==> config.mk <==
export PLATFORM = sky130hd
export DESIGN_NAME = temp_monitor_control_regs
export DESIGN_NICKNAME = d
export VERILOG_FILES = /design/src/rtl/tm_pkg.sv /design/src/rtl/temp_monitor_control_regs.sv /design/src/rtl/tm_rate_timer.sv /design/src/rtl/tm_hyst_comparator.sv
export VERILOG_INCLUDE_DIRS = /design/src /design/src/rtl
export SDC_FILE = /design/constraint.sdc
export NUM_CORES = 1
export LEC_CHECK = 0
export BUFFER_PORTS_ARGS = -buffer_cell sky130_fd_sc_hd__buf_2
export CAP_MARGIN = 0
export CORE_UTILIZATION = 61
export CTS_CLUSTER_DIAMETER = 100
export DETAILED_ROUTE_END_ITERATION = 8
export GPL_ROUTABILITY_DRIVEN = 1
export HOLD_SLACK_MARGIN = 0.1
export MAX_ROUTING_LAYER = met4
export PLACE_DENSITY_LB_ADDON = 0.3
export REMOVE_ABC_BUFFERS = 1
export SLEW_MARGIN = 10
export SYNTH_ARGS = -nofsm -noshare
export SYNTH_HDL_FRONTEND = slang
export SYNTH_HIERARCHICAL = 1
export SYNTH_SLANG_ARGS = --single-unit
==> constraint.sdc <==
create_clock -name mclk -period 7 [get_ports mclk]
set_clock_uncertainty 0.15 [all_clocks]
set_input_delay 0 -clock mclk [delete_from_list [all_inputs] [get_ports mclk]]
set_output_delay 0 -clock mclk [all_outputs]
set_load 0.005 [all_outputs]
==> src/rtl/tm_defs.svh <==
`ifndef TM_DEFS_SVH
`define TM_DEFS_SVH

`define TM_RD_LOCAL_TEMP      8'h00
`define TM_RD_REMOTE_HIGH     8'h01
`define TM_RD_STATUS          8'h02
`define TM_RD_CONFIG          8'h03
`define TM_RD_RATE            8'h04
`define TM_RD_LOCAL_HIGH_LIM  8'h05
`define TM_RD_LOCAL_LOW_LIM   8'h06
`define TM_RD_REM_HIGH_LIM_H  8'h07
`define TM_RD_REM_LOW_LIM_H   8'h08
`define TM_WR_CONFIG          8'h09
`define TM_WR_RATE            8'h0a
`define TM_WR_LOCAL_HIGH_LIM  8'h0b
`define TM_WR_LOCAL_LOW_LIM   8'h0c
`define TM_WR_REM_HIGH_LIM_H  8'h0d
`define TM_WR_REM_LOW_LIM_H   8'h0e
`define TM_RD_REMOTE_LOW      8'h10
`define TM_RW_REM_HIGH_LIM_L  8'h13
`define TM_RW_REM_LOW_LIM_L   8'h14
`define TM_RW_REM_OVERTEMP_COMPARATOR_N_LIM   8'h19
`define TM_RW_LOCAL_OVERTEMP_COMPARATOR_N_LIM 8'h20
`define TM_RW_HYSTERESIS      8'h21

`define TM_PTR_RESET          8'h00
`define TM_CONFIG_RESET       8'h00
`define TM_RATE_RESET         8'h08
`define TM_HIGH_LIM_RESET     8'h55
`define TM_LOW_LIM_RESET      8'h00
`define TM_OVERTEMP_COMPARATOR_N_LIM_RESET    8'h55
`define TM_HYST_RESET         8'h0a

`define TM_RATE_MAX_CODE      4'ha
`define TM_EXT_BIAS           11'sd64
`define TM_BIN_MAX            11'sd127
`define TM_EXT_MAX            11'sd255

`define TM_MCLK_MHZ           125
`define TM_SLOWEST_INTERVAL_MS 16000
`define TM_SLOWEST_INTERVAL_CYCLES (`TM_SLOWEST_INTERVAL_MS * 1000 * `TM_MCLK_MHZ)

`endif

==> src/rtl/tm_pkg.sv <==
`default_nettype none
package tm_pkg;

    typedef struct packed {
        logic       alert_mask_bit;
        logic       standby;
        logic       shared_pin_function_select;
        logic [1:0] rsvd_hi;
        logic       ext_range;
        logic [1:0] rsvd_lo;
    } config_s;

    // Raw converter output: signed whole degrees plus quarter-degree fraction
    typedef struct packed {
        logic signed [9:0] local_deg;
        logic signed [9:0] remote_deg;
        logic [1:0]        remote_frac;
    } conv_result_s;

    typedef struct packed {
        logic [7:0] local_high;
        logic [7:0] local_low;
        logic [7:0] rem_high_h;
        logic [7:0] rem_high_l;
        logic [7:0] rem_low_h;
        logic [7:0] rem_low_l;
        logic [7:0] rem_overtemp_comparator_n;
        logic [7:0] local_overtemp_comparator_n;
        logic [7:0] hyst;
    } limits_s;

    typedef struct packed {
        logic [7:0] ptr;
        config_s    cfg;
        logic [7:0] rate;
        logic [7:0] local_temp;
        logic [7:0] rem_high;
        logic [7:0] rem_low;
        limits_s    lim;
        logic [3:0] flags;      // local high, local low, remote high, remote low
        logic       freeze;
        logic       busy;
        logic [7:0] rd_data;
        logic       alert_n;
        logic       overtemp_comparator_n_n;
    } ctrl_state_s;

    typedef struct packed {
        logic [31:0] cnt;
        logic        start;
    } timer_state_s;

endpackage
`default_nettype wire

==> src/rtl/temp_monitor_control_regs.sv <==
`default_nettype none
`include "tm_defs.svh"
module temp_monitor_control_regs
    import tm_pkg::*;
#(
    parameter int unsigned SLOWEST_INTERVAL_CYCLES = `TM_SLOWEST_INTERVAL_CYCLES
)
(
    input  wire logic         mclk,        // 125 MHz clock
    input  wire logic         rst,         // sync reset, active high
    input  wire logic         ptr_wr,      // first byte of a write
    input  wire logic         data_wr,     // following data byte
    input  wire logic [7:0]   wdata,       // byte from serial engine
    input  wire logic         rd,          // read request
    output var  logic [7:0]   rd_data,     // byte read, next cycle
    output var  logic         conv_start,  // one-cycle start to converter
    input  wire logic         conv_done,   // results valid
    input  wire conv_result_s conv_result, // raw results
    output var  logic         overtemp_comparator_n, // low when over limit
    output var  logic         shared_pin_n // alert or second comparator
);
    ctrl_state_s s_reg;
    ctrl_state_s s_next;
    logic        start_pulse;
    logic        overtemp_comparator_n_local;
    logic        overtemp_comparator_n_remote;
    logic        second_overtemp_comparator_n_local;
    logic        second_overtemp_comparator_n_remote;
    logic [3:0]  out_of_limit;
    logic [8:0]  local_enc;
    logic [8:0]  remote_enc;
    logic [7:0]  rd_value;
    logic        pin_n;

    // Clamped and biased encoding; bit 8 marks a clamped result
    function automatic logic [8:0] encode_deg(input logic signed [9:0] deg,
                                              input logic ext);
        logic signed [10:0] v;
        logic signed [10:0] top;
        v = ext ? ($signed({deg[9], deg}) + `TM_EXT_BIAS) : $signed({deg[9], deg});
        top = ext ? `TM_EXT_MAX : `TM_BIN_MAX;
        if (v < 11'sd0)
        begin
            encode_deg = 9'h100;
        end
        else if (v > top)
        begin
            encode_deg = {1'b1, top[7:0]};
        end
        else
        begin
            encode_deg = {1'b0, v[7:0]};
        end
    endfunction

    tm_rate_timer #(
        .SLOWEST_INTERVAL_CYCLES (SLOWEST_INTERVAL_CYCLES)
    ) u_timer (
        .mclk  (mclk),
        .rst   (rst),
        .code  (s_reg.rate[3:0]),
        .halt  (s_reg.cfg.standby),
        .start (start_pulse)
    );

    // Comparators watch register contents, so standby writes re-evaluate them
    tm_hyst_comparator u_overtemp_comparator_n_local (
        .mclk    (mclk),
        .rst     (rst),
        .value   (s_reg.local_temp),
        .limit   (s_reg.lim.local_overtemp_comparator_n),
        .hyst    (s_reg.lim.hyst),
        .tripped (overtemp_comparator_n_local)
    );

    tm_hyst_comparator u_overtemp_comparator_n_remote (
        .mclk    (mclk),
        .rst     (rst),
        .value   (s_reg.rem_high),
        .limit   (s_reg.lim.rem_overtemp_comparator_n),
        .hyst    (s_reg.lim.hyst),
        .tripped (overtemp_comparator_n_remote)
    );

    tm_hyst_comparator u_second_overtemp_comparator_n_local (
        .mclk    (mclk),
        .rst     (rst),
        .value   (s_reg.local_temp),
        .limit   (s_reg.lim.local_high),
        .hyst    (s_reg.lim.hyst),
        .tripped (second_overtemp_comparator_n_local)
    );

    tm_hyst_comparator u_second_overtemp_comparator_n_remote (
        .mclk    (mclk),
        .rst     (rst),
        .value   (s_reg.rem_high),
        .limit   (s_reg.lim.rem_high_h),
        .hyst    (s_reg.lim.hyst),
        .tripped (second_overtemp_comparator_n_remote)
    );

    always_comb
    begin
        local_enc = encode_deg(conv_result.local_deg, s_reg.cfg.ext_range);
        remote_enc = encode_deg(conv_result.remote_deg, s_reg.cfg.ext_range);

        // Window comparisons on stored results
        out_of_limit[3] = s_reg.local_temp > s_reg.lim.local_high;
        out_of_limit[2] = s_reg.local_temp <= s_reg.lim.local_low;
        out_of_limit[1] = {s_reg.rem_high, s_reg.rem_low[7:6]} >
                          {s_reg.lim.rem_high_h, s_reg.lim.rem_high_l[7:6]};
        out_of_limit[0] = {s_reg.rem_high, s_reg.rem_low[7:6]} <=
                          {s_reg.lim.rem_low_h, s_reg.lim.rem_low_l[7:6]};

        rd_value = 8'h00;
        unique case (s_reg.ptr)
            `TM_RD_LOCAL_TEMP:      rd_value = s_reg.local_temp;
            `TM_RD_REMOTE_HIGH:     rd_value = s_reg.rem_high;
            `TM_RD_STATUS:          rd_value = {s_reg.busy, s_reg.flags, 1'b0,
                                                overtemp_comparator_n_remote, overtemp_comparator_n_local};
            `TM_RD_CONFIG:          rd_value = s_reg.cfg;
            `TM_RD_RATE:            rd_value = s_reg.rate;
            `TM_RD_LOCAL_HIGH_LIM:  rd_value = s_reg.lim.local_high;
            `TM_RD_LOCAL_LOW_LIM:   rd_value = s_reg.lim.local_low;
            `TM_RD_REM_HIGH_LIM_H:  rd_value = s_reg.lim.rem_high_h;
            `TM_RD_REM_LOW_LIM_H:   rd_value = s_reg.lim.rem_low_h;
            `TM_RD_REMOTE_LOW:      rd_value = s_reg.rem_low;
            `TM_RW_REM_HIGH_LIM_L:  rd_value = s_reg.lim.rem_high_l;
            `TM_RW_REM_LOW_LIM_L:   rd_value = s_reg.lim.rem_low_l;
            `TM_RW_REM_OVERTEMP_COMPARATOR_N_LIM:   rd_value = s_reg.lim.rem_overtemp_comparator_n;
            `TM_RW_LOCAL_OVERTEMP_COMPARATOR_N_LIM: rd_value = s_reg.lim.local_overtemp_comparator_n;
            `TM_RW_HYSTERESIS:      rd_value = s_reg.lim.hyst;
            default:                rd_value = 8'h00;
        endcase

        s_next = s_reg;

        // Pointer and register writes
        if (ptr_wr)
        begin
            s_next.ptr = wdata;
        end
        else if (data_wr)
        begin
            unique case (s_reg.ptr)
                `TM_WR_CONFIG:          s_next.cfg = wdata;
                `TM_WR_RATE:            s_next.rate = wdata;
                `TM_WR_LOCAL_HIGH_LIM:  s_next.lim.local_high = wdata;
                `TM_WR_LOCAL_LOW_LIM:   s_next.lim.local_low = wdata;
                `TM_WR_REM_HIGH_LIM_H:  s_next.lim.rem_high_h = wdata;
                `TM_WR_REM_LOW_LIM_H:   s_next.lim.rem_low_h = wdata;
                `TM_RW_REM_HIGH_LIM_L:  s_next.lim.rem_high_l = wdata;
                `TM_RW_REM_LOW_LIM_L:   s_next.lim.rem_low_l = wdata;
                `TM_RW_REM_OVERTEMP_COMPARATOR_N_LIM:   s_next.lim.rem_overtemp_comparator_n = wdata;
                `TM_RW_LOCAL_OVERTEMP_COMPARATOR_N_LIM: s_next.lim.local_overtemp_comparator_n = wdata;
                `TM_RW_HYSTERESIS:      s_next.lim.hyst = wdata;
                default:                s_next.ptr = s_reg.ptr;
            endcase
        end

        // Reads: answer one cycle later, side effects on this edge
        if (rd)
        begin
            s_next.rd_data = rd_value;
            if (s_reg.ptr == `TM_RD_REMOTE_LOW)
            begin
                s_next.freeze = 1'b1;
            end
            else if (s_reg.ptr == `TM_RD_REMOTE_HIGH)
            begin
                s_next.freeze = 1'b0;
            end
            else if (s_reg.ptr == `TM_RD_STATUS)
            begin
                // Flags only clear once their condition has gone away
                s_next.flags = s_reg.flags & out_of_limit;
            end
        end

        // Conversion sequencing
        if (start_pulse)
        begin
            s_next.busy = 1'b1;
        end
        if (conv_done)
        begin
            s_next.busy = 1'b0;
            s_next.local_temp = local_enc[7:0];
            if (!s_reg.freeze)
            begin
                s_next.rem_high = remote_enc[7:0];
            end
            // A clamped reading carries no fraction
            s_next.rem_low = remote_enc[8] ? 8'h00 : {conv_result.remote_frac, 6'h00};
        end

        // Set wins over a same-cycle status read clear
        s_next.flags = s_next.flags | out_of_limit;

        s_next.overtemp_comparator_n_n = ~(overtemp_comparator_n_local | overtemp_comparator_n_remote);
        s_next.alert_n = pin_n;
    end

    always_comb
    begin
        if (s_reg.cfg.shared_pin_function_select)
        begin
            pin_n = ~(second_overtemp_comparator_n_local | second_overtemp_comparator_n_remote);
        end
        else
        begin
            pin_n = ~((|s_reg.flags) & ~s_reg.cfg.alert_mask_bit);
        end
    end

    always_ff @(posedge mclk)
    begin
        if (rst)
        begin
            s_reg <= '0;
            s_reg.ptr <= `TM_PTR_RESET;
            s_reg.cfg <= `TM_CONFIG_RESET;
            s_reg.rate <= `TM_RATE_RESET;
            s_reg.lim.local_high <= `TM_HIGH_LIM_RESET;
            s_reg.lim.local_low <= `TM_LOW_LIM_RESET;
            s_reg.lim.rem_high_h <= `TM_HIGH_LIM_RESET;
            s_reg.lim.rem_low_h <= `TM_LOW_LIM_RESET;
            s_reg.lim.rem_overtemp_comparator_n <= `TM_OVERTEMP_COMPARATOR_N_LIM_RESET;
            s_reg.lim.local_overtemp_comparator_n <= `TM_OVERTEMP_COMPARATOR_N_LIM_RESET;
            s_reg.lim.hyst <= `TM_HYST_RESET;
            s_reg.alert_n <= 1'b1;
            s_reg.overtemp_comparator_n_n <= 1'b1;
        end
        else
        begin
            s_reg <= s_next;
        end
    end

    assign rd_data = s_reg.rd_data;
    assign overtemp_comparator_n = s_reg.overtemp_comparator_n_n;
    assign shared_pin_n = s_reg.alert_n;

    // Start pulse is already a flop in the timer
    assign conv_start = start_pulse;
endmodule
`default_nettype wire

==> src/rtl/tm_rate_timer.sv <==
`default_nettype none
`include "tm_defs.svh"
module tm_rate_timer
    import tm_pkg::*;
#(
    parameter int unsigned SLOWEST_INTERVAL_CYCLES = `TM_SLOWEST_INTERVAL_CYCLES
)
(
    input  wire logic       mclk,    // 125 MHz clock
    input  wire logic       rst,     // sync reset
    input  wire logic [3:0] code,    // rate code
    input  wire logic       halt,    // standby
    output var  logic       start    // one-cycle conversion start
);
    timer_state_s s_reg;
    timer_state_s s_next;
    logic [3:0]   code_eff;
    logic [31:0]  interval;

    always_comb
    begin
        // Reserved codes run at the fastest rate rather than stopping
        code_eff = (code > `TM_RATE_MAX_CODE) ? `TM_RATE_MAX_CODE : code;
        interval = SLOWEST_INTERVAL_CYCLES >> code_eff;
        s_next = s_reg;
        s_next.start = 1'b0;
        if (halt)
        begin
            s_next.cnt = '0;
        end
        else if (s_reg.cnt >= interval - 32'd1)
        begin
            // Compare, not equal: a shortened interval must not wrap the count
            s_next.cnt = '0;
            s_next.start = 1'b1;
        end
        else
        begin
            s_next.cnt = s_reg.cnt + 32'd1;
        end
    end

    always_ff @(posedge mclk)
    begin
        if (rst)
        begin
            s_reg <= '0;
        end
        else
        begin
            s_reg <= s_next;
        end
    end

    assign start = s_reg.start;
endmodule
`default_nettype wire

==> src/rtl/tm_hyst_comparator.sv <==
`default_nettype none
module tm_hyst_comparator
    import tm_pkg::*;
(
    input  wire logic       mclk,    // 125 MHz clock
    input  wire logic       rst,     // sync reset
    input  wire logic [7:0] value,   // encoded temperature
    input  wire logic [7:0] limit,   // encoded limit
    input  wire logic [7:0] hyst,    // hysteresis in degrees
    output var  logic       tripped  // high from over limit until at or below limit minus hyst
);
    logic              act_reg;
    logic              act_next;
    logic signed [9:0] release_at;

    always_comb
    begin
        release_at = $signed({2'b00, limit}) - $signed({2'b00, hyst});
        act_next = act_reg;
        if (!act_reg && value > limit)
        begin
            act_next = 1'b1;
        end
        else if (act_reg && $signed({2'b00, value}) <= release_at)
        begin
            // A hysteresis above the limit can never release below zero
            act_next = 1'b0;
        end
    end

    always_ff @(posedge mclk)
    begin
        if (rst)
        begin
            act_reg <= 1'b0;
        end
        else
        begin
            act_reg <= act_next;
        end
    end

    assign tripped = act_reg;
endmodule
`default_nettype wire

==> impl_metrics.toml <==
[yosys]
yosys_warnings = 6
synth_common_cells = "nand2_1 (193), ha_1 (176), dfxtp_1 (167)"
synth.largest_area_cell = "dfxtp_1"
yosys-top-cells-area = "dfxtp_1 (26%), ha_1 (17%), nand2_1 (5.5%)"
syn_avg_cell_area_um2 = 8.098
synth.most_common_cell = "nand2_1"
synth-async-reset-ratio_pct = 0
synth_edf_count = 0
synth_top_flop_cell = "dfxtp_1"
synth-seq-cells = 167
ys_seq_area_share_pct = 25.55
netlist_instances = 1616
ys_types = 88
yosys.area.top_type_share_pct = 25.55
synth_area_um2 = 13090

[global_route]
grt_overflow = 0
grt_pass1_vias = 11930
grt_util_all_layers_pct = 39.18
antenna_found_initial = 1
grt_pass1_wl_mm = 64.69
grt_max_degree = 61

[route]
via_per_inst = 6.386
wirelength_mm = 41.08
dr.first_iter.drc_count = 1324
num_vias = 12590
first_pass_iters = 6
final_antenna_net_count = 0
drt-wirelength-per-cell_um = 20.83
drcViolationCount = 0

[outcome]
status = "finished, final reports clean"

[clock_network]
cts_tree = "done"
htree_levels = 4
cts-root-buf = "clkbuf_16"
insertion_delay_ns = 0.45
cts.sinks = 167
clk_pin_slew_worst_paths_ns = 0.08
clock_path_buffers = 2
cts_inserted_buffers = 17
ctsResizeCount = 0
hold_buffers = 67
cts_setup_buffers = 0

[sta]
tns_ns = 0
hold_violations = 0
post-route-min-period_ns = 4.144
max_slew_margin_pct = 36.46
worstMarginPinSlew_ns = 0.9495
rsz0062_at_grt = "false"
fmaxAchievable_mhz = 241.3
setup_viol = 0
fin_crit_sh_pct = 59.19
slew_violations = 0

[setup_path]
worst_setup_path_end_kind = "register"
critPathSlowestCell = "buf_4"
worst-r2r-setup-slack_ns = 2.86
max_stage_delay_ns = 0.48
cp-start-kind = "register"
path_max_fanout = 33
worstSetupPathType = "register to register"
path_cells = "buf_4, o21ai_0, nand2_1, ha_1, o32ai_1, nand4_1, xor2_1, ha_1, nand2_1, nor4_1, a32oi_1, a31oi_4, buf_4, o21a_1"
crit_arrival_ns = 4.38
required_ns = 7.23

[cells_and_area]
syn2layout_area_growth_pct = 12.00
filler_cell_count = 1677
multi_input_area_um2 = 8915
nets = 1899
fin_cells = 1972
drive_above_1_share_pct = 10.02
regArea_um2 = 3343
largest_reg_flops = 120

[power_and_ir_drop]
vdd_drop_max_mv = 0.1481
leakagePower_nw = 6.147
power.density_nw_per_um2 = 152.0

[floorplanning]
die_area_um2 = 22040
chipHeight_um = 148.5
start_util_pct = 62.25
ios = 47
fp-row-count = 53
die_w_um = 148.5
core-area_um2 = 21020

[place]
gp_congestion = 0.9824
dp_hpwl_mm = 28.59
dp_cells = 1872
numPortBuffers = 46

[min_path]
hold_path_class = "primary input to register"

[flow_run]
max_cap_violations = 0
[cell usage in the layout (no fill, tap or decap), types with 7 or more instances in the layout]
| master | n |
|---|---|
| mux2i_1 | 48 |
| a21o_1 | 18 |
| nor2b_1 | 32 |
| o22ai_1 | 8 |
| xnor2_1 | 26 |
| nor3_2 | 33 |
| nor2_1 | 108 |
| o21ai_0 | 84 |
| clkbuf_16 | 17 |
| a21oi_1 | 115 |
| dfxtp_1 | 167 |
| xor2_1 | 30 |
| a211o_1 | 12 |
| nand2_1 | 193 |
| o21a_1 | 18 |
| inv_1 | 124 |
| and2_1 | 9 |
| buf_2 | 45 |
| buf_4 | 14 |
| dlygate4sd3_1 | 67 |
| a22oi_1 | 12 |
| o221ai_1 | 9 |
| nand2b_1 | 32 |
| a211oi_1 | 9 |
| and4_1 | 7 |
| mux2_2 | 9 |
| nand3_1 | 69 |
| nand4_1 | 28 |
| o31a_1 | 7 |
| nor3_1 | 22 |
| ha_1 | 176 |
[report_power, final]
group | internal, mW | leakage (nW) | switching (mW)
registers | 0.964 | 1.35 | 0.0348
logic | 0.114 | 4.52 | 0.170
clock network | 0.476 | 0.277 | 0.468
total | 1.55 | 6.15 | 0.673
[per-layer routing]
layer / share of wire (%) / vias to the layer above / GRT usage, %
li1: - / 5879 / -
met1: 42 / 5917 / 49.53
met2: 44 / 627 / 59.77
met3: 8.1 / 171 / 6.104
met4: 6.0 / 0 / 21.44
met5: 0 / - / -
[path summary, 6_finish.rpt]
kind              startpoint            end  cells past startpoint
min reg2reg       s_reg[121]     s_reg[121]                      2
max               s_reg[114]  u_timer/start                     14
min          conv_result[10]     s_reg[103]                      6
max reg2reg       s_reg[114]  u_timer/start                     14
[cells by family after synthesis]
family | after synthesis | synth area share [%]
AO/OA/AOI/OAI | 363 | 18.33
XOR/XNOR | 56 | 3.748
adder cells (fa/ha/maj) | 180 | 17.44
buffers and inverters | 203 | 6.463
flip-flops | 167 | 25.55
multiplexers | 59 | 4.790
other | 1 | 0.02866
AND/OR/NAND/NOR | 587 | 23.65
[metrics by stage]
| step | power [mW] | instance area, µm² | hold WS, ns | util (%) | worst slack, ns |
|---|---|---|---|---|---|
| global placement | 1.260 | 13400 | 0.07895 | 63.75 | 3.060 |
| finish | 2.228 | 14660 | 0.2047 | 69.72 | 2.856 |
| detailed placement | 1.265 | 13400 | 0.08542 | 63.75 | 2.953 |
| CTS | 2.215 | 14650 | 0.1417 | 69.71 | 2.926 |
| global route | 2.294 | 14660 | 0.2462 | 69.72 | 2.627 |
| floorplan | 1.157 | 12710 | -0.08375 | - | 2.273 |
[worst max-delay path, delay by kind of cell (launching register included)]
kind | cells | cell delay (ns)
DFF | 1 | 0.47
xor gates and xnor gates | 1 | 0.18
buffers and inverters | 2 | 0.80
adders and majority gates | 2 | 0.64
and+or+nand+nor | 4 | 0.75
AOI/OAI and AO/OA | 5 | 1.09
[final cells by class]
| cell class | instances | area share [%] |
|---|---|---|
| Multi-Input combinational cell | 1246 | 60.82 |
| Sequential cell | 167 | 22.81 |
| Timing Repair Buffer | 126 | 6.829 |
| Inverter | 125 | 3.201 |
| Clock buffer | 17 | 2.903 |
| Tap cell | 275 | 2.348 |
| Clock inverter | 15 | 1.067 |
| Antenna cell | 1 | 0.01707 |
Power figures use the tool's default switching activity.
